==> src/design/pts_map.svh <==
// Overview of operation
// - Even parity per bit over previous frame, compared to current parity byte.
// - Any parity difference marks the frame errored and counts a near errored block.
// - Recover sixteen-byte trace identifier; present the accepted one to management.
// - Accept trace, compare with expected one; mismatch detection can be disabled.
// - Maintenance byte bit 1 is remote defect, bit 2 is remote error.
// - Remote defect bit one means remote defect state, zero means normal.
// - Remote error bit counts far-end errored blocks of reverse direction.
// - Signal label bits three to five detect an unequipped path.
// - Detect and clear unequipped, degraded, remote defect, mismatch by persistence.
// - Server fail, unequipped or mismatch raise fail and remote defect; degrade; error count.
// - Unequipped or mismatch replace output data by all ones within 250 us.
// - Unequipped cause needs monitoring; mismatch cause needs monitoring and not unequipped.
// - Degraded cause needs monitoring, degrade, no unequipped, no mismatch.
// - Remote defect cause also needs no mismatch, no unequipped, reporting enabled.
// - Server fail cause needs monitoring, server fail, reporting enabled; default off.
// - Per second flag near and far defect seconds; sum near and far errored blocks.
`ifndef PTS_MAP_SVH
`define PTS_MAP_SVH
`define PTS_CTRL_OFS 8'h00
`define PTS_DEG_OFS 8'h04
`define PTS_STAT_OFS 8'h08
`define PTS_IST_OFS 8'h0c
`define PTS_IMASK_OFS 8'h10
`define PTS_NEBC_OFS 8'h14
`define PTS_FEBC_OFS 8'h18
`define PTS_SEC_OFS 8'h1c
`define PTS_EXP_OFS 8'h20
`define PTS_ACC_OFS 8'h30
`define PTS_CTRL_RST 4'h0
`define PTS_DEG_THR_RST 16'h0010
`define PTS_DEG_M_RST 4'h2
`define PTS_EM_POS 10'h002
`define PTS_TR_POS 10'h003
`define PTS_MA_POS 10'h004
`define PTS_RDI_BIT 7
`define PTS_REI_BIT 6
`define PTS_PERSIST 3'h5
`define PTS_TTI_SAME 2'h3
`define PTS_CLK_NS 4
`define PTS_AIS_LIMIT_US 250
`define PTS_AIS_LIMIT_CYC ((`PTS_AIS_LIMIT_US * 1000) / `PTS_CLK_NS)
`define PTS_ONE_SEC_US 1000000
`define PTS_ONE_SEC_CYC ((`PTS_ONE_SEC_US * 1000) / `PTS_CLK_NS)
`endif

==> src/design/pts_pkg.sv <==
package pts_pkg;
    // Management controls, bit 3 downward
    typedef struct packed {
        logic tim_dis;
        logic rdi_rep;
        logic ssf_rep;
        logic monitored;
    } pts_ctrl_t;
    // Fault causes, unequipped in bit 0
    typedef struct packed {
        logic ssf;
        logic rdi;
        logic deg;
        logic tim;
        logic uneq;
    } pts_cause_t;
    // Inputs from outside the clock domain
    typedef struct packed {
        logic ck;
        logic d;
        logic fs;
        logic ssf;
        logic eq;
    } pts_pins_t;
    typedef enum logic {PTS_TTI_HUNT, PTS_TTI_LOCK} pts_tti_t;
endpackage : pts_pkg

==> src/design/pts_trail_sink.sv <==
// The APB register port and the address map were left to the implementer.
`timescale 1ns/1ps
`default_nettype none
`include "pts_map.svh"
module pts_trail_sink #(
    parameter int unsigned ONE_SEC_CYCLES = `PTS_ONE_SEC_CYC
) (
    input wire logic ref_clk,
    input wire logic rst_n,
    input wire logic link_clk,
    input wire logic link_data,
    input wire logic link_fs,
    input wire logic server_signal_fail_in,
    input wire logic equipment_defect,
    input wire logic psel,
    input wire logic penable,
    input wire logic pwrite,
    input wire logic [7:0] paddr,
    input wire logic [31:0] pwdata,
    output logic [31:0] prdata,
    output logic pready,
    output logic pslverr,
    output logic data_out,
    output logic clk_out,
    output logic fs_out,
    output logic trail_signal_fail_out,
    output logic trail_signal_degrade_out,
    output logic remote_defect_request,
    output logic [3:0] remote_error_request,
    output logic remote_error_valid,
    output logic irq
);
    typedef struct packed {
        // Synchronisers and bit alignment
        pts_pkg::pts_pins_t s1;
        pts_pkg::pts_pins_t s2;
        logic ck_d;
        logic [7:0] sh;
        logic [2:0] bit_i;
        logic [9:0] byte_i;
        logic framed;
        logic [7:0] bip_acc;
        logic [7:0] bip_prev;
        logic bip_ok;

        // Trace recovery and acceptance
        logic [15:0][7:0] tti_rx;
        logic [15:0][7:0] tti_last;
        logic [15:0][7:0] tti_acc;
        logic [15:0][7:0] tti_exp;
        logic [3:0] tti_i;
        logic [1:0] tti_same;
        pts_pkg::pts_tti_t tti_st;

        // Defect filters
        logic [2:0] uneq_run;
        logic [2:0] rdi_run;
        logic uneq;
        logic rdi;
        logic tim;
        logic deg;
        logic [3:0] deg_run;

        // One-second window
        logic [31:0] sec_cnt;
        logic [15:0] nacc;
        logic [15:0] facc;
        logic nds_acc;
        logic fds_acc;
        logic [15:0] nebc;
        logic [15:0] febc;
        logic nds;
        logic fds;

        // Management settings
        pts_pkg::pts_ctrl_t ctrl;
        logic [15:0] deg_thr;
        logic [3:0] deg_m;
        pts_pkg::pts_cause_t cause;
        logic [5:0] ist;
        logic [5:0] imask;

        // Registered outputs
        logic d_o;
        logic ck_o;
        logic fs_o;
        logic tsf;
        logic tsd;
        logic rdi_req;
        logic [3:0] rei;
        logic rei_v;
        logic irq;
        logic [31:0] prdata;
        logic pready;
        logic pslverr;
    } pts_state_t;

    pts_state_t r_reg;
    pts_state_t r_next;

    // Persistence filter: defect toggles after five frames of the opposite condition
    function automatic logic [3:0] pts_persist(input logic cond, input logic def, input logic [2:0] run);
        logic [2:0] nrun;
        nrun = run + 3'h1;
        if (cond == def)
            pts_persist = {def, 3'h0};
        else if (nrun == `PTS_PERSIST)
            pts_persist = {cond, 3'h0};
        else
            pts_persist = {def, nrun};
    endfunction : pts_persist

    // Number of differing parity bits in one byte
    function automatic logic [3:0] pts_ones(input logic [7:0] v);
        pts_ones = 4'h0;
        for (int i = 0; i < 8; i++)
            pts_ones = pts_ones + {3'h0, v[i]};
    endfunction : pts_ones

    // Helpers, recomputed every cycle
    logic edge_ck;
    logic [2:0] cur_bit;
    logic [9:0] cur_byte;
    logic [7:0] byte_v;
    logic byte_done;

    logic sec_tick;
    logic mon;
    logic ais;
    logic bad_sec;
    logic [3:0] deg_lim;
    logic [3:0] pf;
    logic [3:0] viol;

    logic wr;
    logic [5:0] ev;
    logic [31:0] rd;

    always_comb
    begin
        r_next = r_reg;
        viol = 4'h0;
        rd = 32'h0;
        pf = 4'h0;
        // Two-stage synchronisers; stage one feeds only stage two
        // Data shares the clock's path, so bit and edge agree
        r_next.s1 = '{ck: link_clk, d: link_data, fs: link_fs, ssf: server_signal_fail_in, eq: equipment_defect};
        r_next.s2 = r_reg.s1;
        r_next.ck_d = r_reg.s2.ck;
        edge_ck = r_reg.s2.ck & ~r_reg.ck_d;
        cur_bit = r_reg.s2.fs ? 3'h0 : r_reg.bit_i;
        cur_byte = r_reg.s2.fs ? 10'h000 : r_reg.byte_i;
        byte_v = {r_reg.sh[6:0], r_reg.s2.d};
        byte_done = edge_ck && (r_reg.framed || r_reg.s2.fs) && cur_bit == 3'h7;
        r_next.rei_v = 1'b0;

        // Bit and byte alignment restarts at every frame start
        if (edge_ck)
        begin
            r_next.sh = byte_v;
            r_next.bit_i = cur_bit + 3'h1;
            if (r_reg.s2.fs)
            begin
                r_next.framed = 1'b1;
                r_next.bip_prev = r_reg.bip_acc;
                r_next.bip_ok = r_reg.framed;
                r_next.bip_acc = 8'h00;
                r_next.byte_i = 10'h000;
            end
        end

        if (byte_done)
        begin
            r_next.byte_i = cur_byte + 10'h001;
            // Parity covers every byte, overhead included
            r_next.bip_acc = r_next.bip_acc ^ byte_v;
            // First frame has nothing to compare against
            if (cur_byte == `PTS_EM_POS && r_reg.bip_ok)
            begin
                viol = pts_ones(byte_v ^ r_reg.bip_prev);
                r_next.rei = viol;
                r_next.rei_v = 1'b1;
                if (viol != 4'h0 && r_reg.nacc != 16'hffff)
                    r_next.nacc = r_reg.nacc + 16'h0001;
            end

            // Remote defect and unequipped filtered per frame; remote error counted unfiltered
            if (cur_byte == `PTS_MA_POS)
            begin
                pf = pts_persist(byte_v[`PTS_RDI_BIT], r_reg.rdi, r_reg.rdi_run);
                r_next.rdi = pf[3];
                r_next.rdi_run = pf[2:0];
                pf = pts_persist(byte_v[5:3] == 3'h0, r_reg.uneq, r_reg.uneq_run);
                r_next.uneq = pf[3];
                r_next.uneq_run = pf[2:0];
                if (byte_v[`PTS_REI_BIT] && r_reg.facc != 16'hffff)
                    r_next.facc = r_reg.facc + 16'h0001;
            end

            // Trace multiframe: first byte has its top bit set, the others clear
            if (cur_byte == `PTS_TR_POS)
            begin
                case (r_reg.tti_st)
                    pts_pkg::PTS_TTI_HUNT:
                    begin
                        if (byte_v[7])
                        begin
                            r_next.tti_rx[0] = byte_v;
                            r_next.tti_i = 4'h1;
                            r_next.tti_st = pts_pkg::PTS_TTI_LOCK;
                        end
                    end
                    pts_pkg::PTS_TTI_LOCK:
                    begin
                        r_next.tti_rx[r_reg.tti_i] = byte_v;
                        r_next.tti_i = r_reg.tti_i + 4'h1;
                        if (byte_v[7] != (r_reg.tti_i == 4'h0))
                        begin
                            r_next.tti_st = pts_pkg::PTS_TTI_HUNT;
                            r_next.tti_same = 2'h0;
                        end
                        else if (r_reg.tti_i == 4'hf)
                        begin
                            // Accept only after three identical identifiers in a row
                            r_next.tti_last = r_next.tti_rx;
                            if (r_next.tti_rx != r_reg.tti_last)
                                r_next.tti_same = 2'h1;
                            else if (r_reg.tti_same != `PTS_TTI_SAME)
                                r_next.tti_same = r_reg.tti_same + 2'h1;
                            if (r_next.tti_rx == r_reg.tti_last && r_reg.tti_same == `PTS_TTI_SAME - 2'h1)
                                r_next.tti_acc = r_next.tti_rx;
                        end
                    end
                    default:
                        r_next.tti_st = pts_pkg::PTS_TTI_HUNT;
                endcase
            end
        end

        // Mismatch compares accepted with expected unless disabled
        // Disabling drops the defect at once
        r_next.tim = ~r_reg.ctrl.tim_dis && (r_reg.tti_acc != r_reg.tti_exp);

        // One-second window for degrade and performance figures
        sec_tick = r_reg.sec_cnt == ONE_SEC_CYCLES - 1;
        r_next.sec_cnt = sec_tick ? 32'h0 : r_reg.sec_cnt + 32'h1;
        r_next.nds_acc = r_reg.nds_acc | r_reg.tsf | r_reg.s2.eq;
        r_next.fds_acc = r_reg.fds_acc | r_reg.rdi;
        bad_sec = r_reg.nacc > r_reg.deg_thr;
        deg_lim = (r_reg.deg_m == 4'h0) ? 4'h1 : r_reg.deg_m;
        // Counters restart on the tick
        if (sec_tick)
        begin
            r_next.nebc = r_reg.nacc;
            r_next.febc = r_reg.facc;
            r_next.nds = r_reg.nds_acc;
            r_next.fds = r_reg.fds_acc;
            r_next.nacc = 16'h0;
            r_next.facc = 16'h0;
            r_next.nds_acc = 1'b0;
            r_next.fds_acc = 1'b0;

            // Degrade sets after so many bad seconds and clears after as many good ones
            if (bad_sec != r_reg.deg)
            begin
                r_next.deg_run = r_reg.deg_run + 4'h1;
                if (r_reg.deg_run + 4'h1 >= deg_lim)
                begin
                    r_next.deg = bad_sec;
                    r_next.deg_run = 4'h0;
                end
            end
            else
                r_next.deg_run = 4'h0;
        end

        // Consequent actions and correlations
        // Causes lag defects one cycle; harmless for polling
        mon = r_reg.ctrl.monitored;
        ais = r_reg.uneq | r_reg.tim;
        r_next.tsf = r_reg.s2.ssf | ais;
        r_next.rdi_req = r_reg.s2.ssf | ais;
        r_next.tsd = r_reg.deg;
        r_next.cause.uneq = mon & r_reg.uneq;
        r_next.cause.tim = mon & r_reg.tim & ~r_reg.uneq;
        r_next.cause.deg = mon & r_reg.deg & ~r_reg.uneq & ~r_reg.tim;
        r_next.cause.rdi = mon & r_reg.rdi & ~r_reg.tim & ~r_reg.uneq & r_reg.ctrl.rdi_rep;
        r_next.cause.ssf = mon & r_reg.s2.ssf & r_reg.ctrl.ssf_rep;

        // Pass-through with a fixed three-cycle latency on all three lines
        r_next.d_o = ais | r_reg.s2.d;
        r_next.ck_o = r_reg.s2.ck;
        r_next.fs_o = r_reg.s2.fs;

        // APB: answer in the access cycle, data prepared during setup
        wr = psel & penable & r_reg.pready & pwrite;
        r_next.pready = psel & ~penable;
        r_next.pslverr = psel & ~penable & (paddr[7:6] != 2'h0 || paddr[1:0] != 2'h0);
        case (paddr)
            `PTS_CTRL_OFS: rd = {28'h0, r_reg.ctrl};
            `PTS_DEG_OFS: rd = {12'h0, r_reg.deg_m, r_reg.deg_thr};
            `PTS_STAT_OFS: rd = {21'h0, r_reg.tti_st == pts_pkg::PTS_TTI_LOCK, r_reg.cause,
                                 r_reg.s2.ssf, r_reg.rdi, r_reg.deg, r_reg.tim, r_reg.uneq};
            `PTS_IST_OFS: rd = {26'h0, r_reg.ist};
            `PTS_IMASK_OFS: rd = {26'h0, r_reg.imask};
            `PTS_NEBC_OFS: rd = {16'h0, r_reg.nebc};
            `PTS_FEBC_OFS: rd = {16'h0, r_reg.febc};
            `PTS_SEC_OFS: rd = {30'h0, r_reg.fds, r_reg.nds};
            default:
            begin
                for (int k = 0; k < 4; k++)
                begin
                    if (paddr == `PTS_EXP_OFS + 8'(4 * k))
                        rd = {r_reg.tti_exp[4*k+3], r_reg.tti_exp[4*k+2], r_reg.tti_exp[4*k+1], r_reg.tti_exp[4*k]};
                    if (paddr == `PTS_ACC_OFS + 8'(4 * k))
                        rd = {r_reg.tti_acc[4*k+3], r_reg.tti_acc[4*k+2], r_reg.tti_acc[4*k+1], r_reg.tti_acc[4*k]};
                end
            end
        endcase

        // Latched in setup, stands in access
        if (psel & ~penable & ~pwrite)
            r_next.prdata = rd;

        // Writes land at the access edge only
        if (wr && paddr == `PTS_CTRL_OFS)
            r_next.ctrl = pwdata[3:0];
        if (wr && paddr == `PTS_DEG_OFS)
        begin
            r_next.deg_thr = pwdata[15:0];
            r_next.deg_m = pwdata[19:16];
        end
        if (wr && paddr == `PTS_IMASK_OFS)
            r_next.imask = pwdata[5:0];
        for (int k = 0; k < 4; k++)
        begin
            if (wr && paddr == `PTS_EXP_OFS + 8'(4 * k))
                {r_next.tti_exp[4*k+3], r_next.tti_exp[4*k+2], r_next.tti_exp[4*k+1], r_next.tti_exp[4*k]} = pwdata;
        end

        // Sticky events on cause rising edges and the one-second tick; a new event beats a same-cycle clear
        ev = {sec_tick, r_next.cause & ~r_reg.cause};
        r_next.ist = (r_reg.ist & ~((wr && paddr == `PTS_IST_OFS) ? pwdata[5:0] : 6'h0)) | ev;
        r_next.irq = |(r_next.ist & r_next.imask);
    end

    // Single state register; reset gives constants only
    always_ff @(posedge ref_clk or negedge rst_n)
    begin
        if (!rst_n)
        begin
            r_reg <= '0;
            r_reg.ctrl <= `PTS_CTRL_RST;
            r_reg.deg_thr <= `PTS_DEG_THR_RST;
            r_reg.deg_m <= `PTS_DEG_M_RST;
            r_reg.tti_st <= pts_pkg::PTS_TTI_HUNT;
        end
        else
            r_reg <= r_next;
    end

    // Pins straight from the state register
    assign prdata = r_reg.prdata;
    assign pready = r_reg.pready;
    assign pslverr = r_reg.pslverr;
    assign data_out = r_reg.d_o;
    assign clk_out = r_reg.ck_o;
    assign fs_out = r_reg.fs_o;
    assign trail_signal_fail_out = r_reg.tsf;
    assign trail_signal_degrade_out = r_reg.tsd;
    assign remote_defect_request = r_reg.rdi_req;
    assign remote_error_request = r_reg.rei;
    assign remote_error_valid = r_reg.rei_v;
    assign irq = r_reg.irq;
endmodule : pts_trail_sink
`default_nettype wire

==> config.mk <==
export PLATFORM = sky130hd
export DESIGN_NAME = pts_trail_sink
export DESIGN_NICKNAME = d
export VERILOG_FILES = /design/src/design/pts_pkg.sv /design/src/design/pts_trail_sink.sv
export VERILOG_INCLUDE_DIRS = /design/src /design/src/design
export SDC_FILE = /design/constraint.sdc
export NUM_CORES = 2
export LEC_CHECK = 0
export BUFFER_PORTS_ARGS = -buffer_cell sky130_fd_sc_hd__buf_2
export CAP_MARGIN = 30
export CORE_MARGIN = 1
export CORE_UTILIZATION = 52
export CTS_CLUSTER_DIAMETER = 150
export DETAILED_ROUTE_END_ITERATION = 8
export MAX_ROUTING_LAYER = met4
export PLACE_DENSITY = 0.69
export SKIP_CTS_REPAIR_TIMING = 1
export SYNTH_ARGS = -nofsm -noshare
export SYNTH_HDL_FRONTEND = slang
export SYNTH_SLANG_ARGS = --single-unit
==> constraint.sdc <==
create_clock -name ref_clk -period 9.3 [get_ports ref_clk]
set_input_delay 0.93 -clock ref_clk [delete_from_list [all_inputs] [get_ports ref_clk]]
set_output_delay 0.93 -clock ref_clk [all_outputs]
set_load 0.03 [all_outputs]
==> metrics.cfg <==
[routing]
post_drt_wl_per_cell_um=27.0
drtIter0Drc=3862
routed_via_density=6.29
ant_nets=0
drc=0
vias=29300
wirelength_um=126000
dr.pass1.iters=6

[sta]
timing.final.hold_violations=0
fin_hold_ws_ns=0.260
period_needed_ns=5.80
rsz0062_at_grt=false
tightest_slew_ns=1.08
tns_ns=0
setup_viol=0
skew_ns=0.0575
slew_headroom=0.278
timing.fmax_ghz=0.173
drv_slew=0
fin_crit_sh=0.623

[clock_network]
cts_tree=yes
path_clk_slew_ns=0.06
numCtsBuffers=83
insertion_delay_ns=0.66
cts_sinks=767
clock_path_buffers=3
htree_levels=3
cts-root-buf=clkbuf_16

[critical_path]
max_stage_delay_ns=0.71
worst_setup_path_end_kind=register
critPathSlowestCell=and2_1
rr_startpoint=r_next[43]
rrSetupSlack_ns=3.50
reg2regPathDepth=14
path_cells=nor2b_1 -> ha_1 -> ha_1 -> o21ai_0 -> or2_1 -> nor3b_2 -> and2_0 -> buf_4 -> nand2_1 -> nor2_4 -> and2_1 -> nand3_4 -> buf_4 -> mux2_4
critPathKind=register to register
cp_data_arrival_time_ns=6.33
timing.rr.end=r_reg[357]
start_kind=register
crit_required_ns=9.84
crit_path_max_fanout=56

[min_path]
holdCritPathClass=input pin to asynchronous set/reset pin

[global_routing]
grt.busiest_layer=met2
use_met3=0.0700
use_met1=0.477
use_met2=0.484
grt_pass1_wl_um=185000
grt_max_degree=218
antenna_found_initial=6
grt.overflow.total=0
grt.total_usage=0.346
grt_pass1_vias=27700

[synthesis]
ys_seq_area_frac=0.500
ys_ff_latch=767
synthesis.nets=3745
ys.warnings.count=0
async_reset_ff_frac=1.00
avgSynthCellArea_sq_um=10.5
netlist_area_sq_um=38400
yosys_most_used_dff=dfrtp_1
synth_edf_count=0
ys_types=79
syn_inst=3649

[floorplanning]
die_h_um=274
rows=99
start_util=0.526
die_w_um=274
design.die.area_sq_um=74900
core_sq_um=73000
num_io_pins=96

[layout]
largest_reg_flops=705
drive_gt1_frac=0.180
areaGrowthSynthToFinish_pct=10.1
layout.cells.most_common=dfrtp_1
fillers=6175
nets=3724
mostFrequentLayoutCells=dfrtp_1, mux2_2, nand2_1

[job]
max_cap_violations=0

[power_and_ir_drop]
power_density_nw_per_um2=172
power.total_mw=7.29
peakVddDrop_uv=144
cellLeakagePower_nw=20.8

[placement]
io_buffers=95
dp_hpwl_um=89800
gp_congestion=1.04

[status]
outcome=finished, final reports clean

area by class of cell:
type,instances,area (sq um),share of cell area
antenna,4,10.0,0.000237
clock buffer,120,2420,0.0572
clock inverter,27,364,0.00861
inverter,173,649,0.0154
multi-input combinational,2449,17400,0.412
sequential,767,19200,0.454
tap,959,1200,0.0284
timing repair buffer,154,1020,0.0241
synthesized netlist by cell type (28+ instances only):
library cell,instances,area (sq um)
a21oi_1,215,1080
a221oi_1,34,298
a22oi_1,66,495
a31oi_1,76,475
and3_1,31,194
buf_4,39,293
clkbuf_1,163,612
dfrtp_1,765,19100
ha_1,42,526
inv_1,171,642
mux2_2,309,3480
mux2_4,30,450
mux2i_1,143,1430
nand2_1,280,1050
nand3_1,53,265
nand3b_1,28,210
nand4_1,49,307
nor2_1,278,1040
nor3_1,31,155
nor4_1,39,244
o21ai_0,186,931
xnor2_1,91,797
xor2_1,187,1640
how the worst max path moves through the flow:
stage                     cells after the start    endpoint  startpoint  slack, ns
final                                        14  r_reg[357]  r_next[43]       3.50
after global routing                         14  r_reg[357]  r_next[43]       3.11
after CTS                                    14  r_reg[357]  r_next[43]       3.55
after detailed placement                     14  r_reg[363]  r_next[43]       3.56
after global placement                       14  r_reg[395]  r_next[43]       3.65
after floorplan                              20  r_reg[150]   byte_v[0]       3.94
logic make-up after synthesis:
family | Yosys count | synth area share
XOR/XNOR | 278 | 0.0634
AND/OR/NAND/NOR | 916 | 0.115
AO/OA/AOI/OAI | 727 | 0.118
multiplexers | 482 | 0.140
flip-flops | 767 | 0.500
buffers and inverters | 433 | 0.0480
adder cells (fa/ha/maj) | 46 | 0.0158
critical path: cells and delay by family (launching register included):
family | cells | cell delay [ns]
AO/OA/AOI/OAI | 1 | 0.10
adder cells (fa/ha/maj) | 2 | 0.34
buffers and inverters | 2 | 0.85
flip-flops | 1 | 0.56
multiplexers | 1 | 0.42
AND/OR/NAND/NOR | 8 | 3.33
power by group:
part	switching (mW)	leakage, nW	total [mW]	internal (mW)
clock	1.43	1.36	3.36	1.93
combinational	0.389	8.83	0.517	0.128
sequential	0.0403	10.6	3.41	3.37
metal layers:
layer	share of wire	routed length (um)	vias up
li1	-	-	12800
met1	0.42	53100	14600
met2	0.43	53700	1510
met3	0.095	11900	331
met4	0.055	6850	0
met5	0	0	-
metrics by stage:
stage | area [sq um] | setup WS (ns) | instances | util
after floorplan | 38400 | 3.94 | 3649 | -
after global placement | 39400 | 3.65 | 4498 | 0.540
after detailed placement | 39400 | 3.56 | 4500 | 0.541
after CTS | 42200 | 3.55 | 4647 | 0.579
after global routing | 42300 | 3.11 | 4653 | 0.579
final | 42300 | 3.50 | 4653 | 0.579
(Power assumes the default switching activity.)
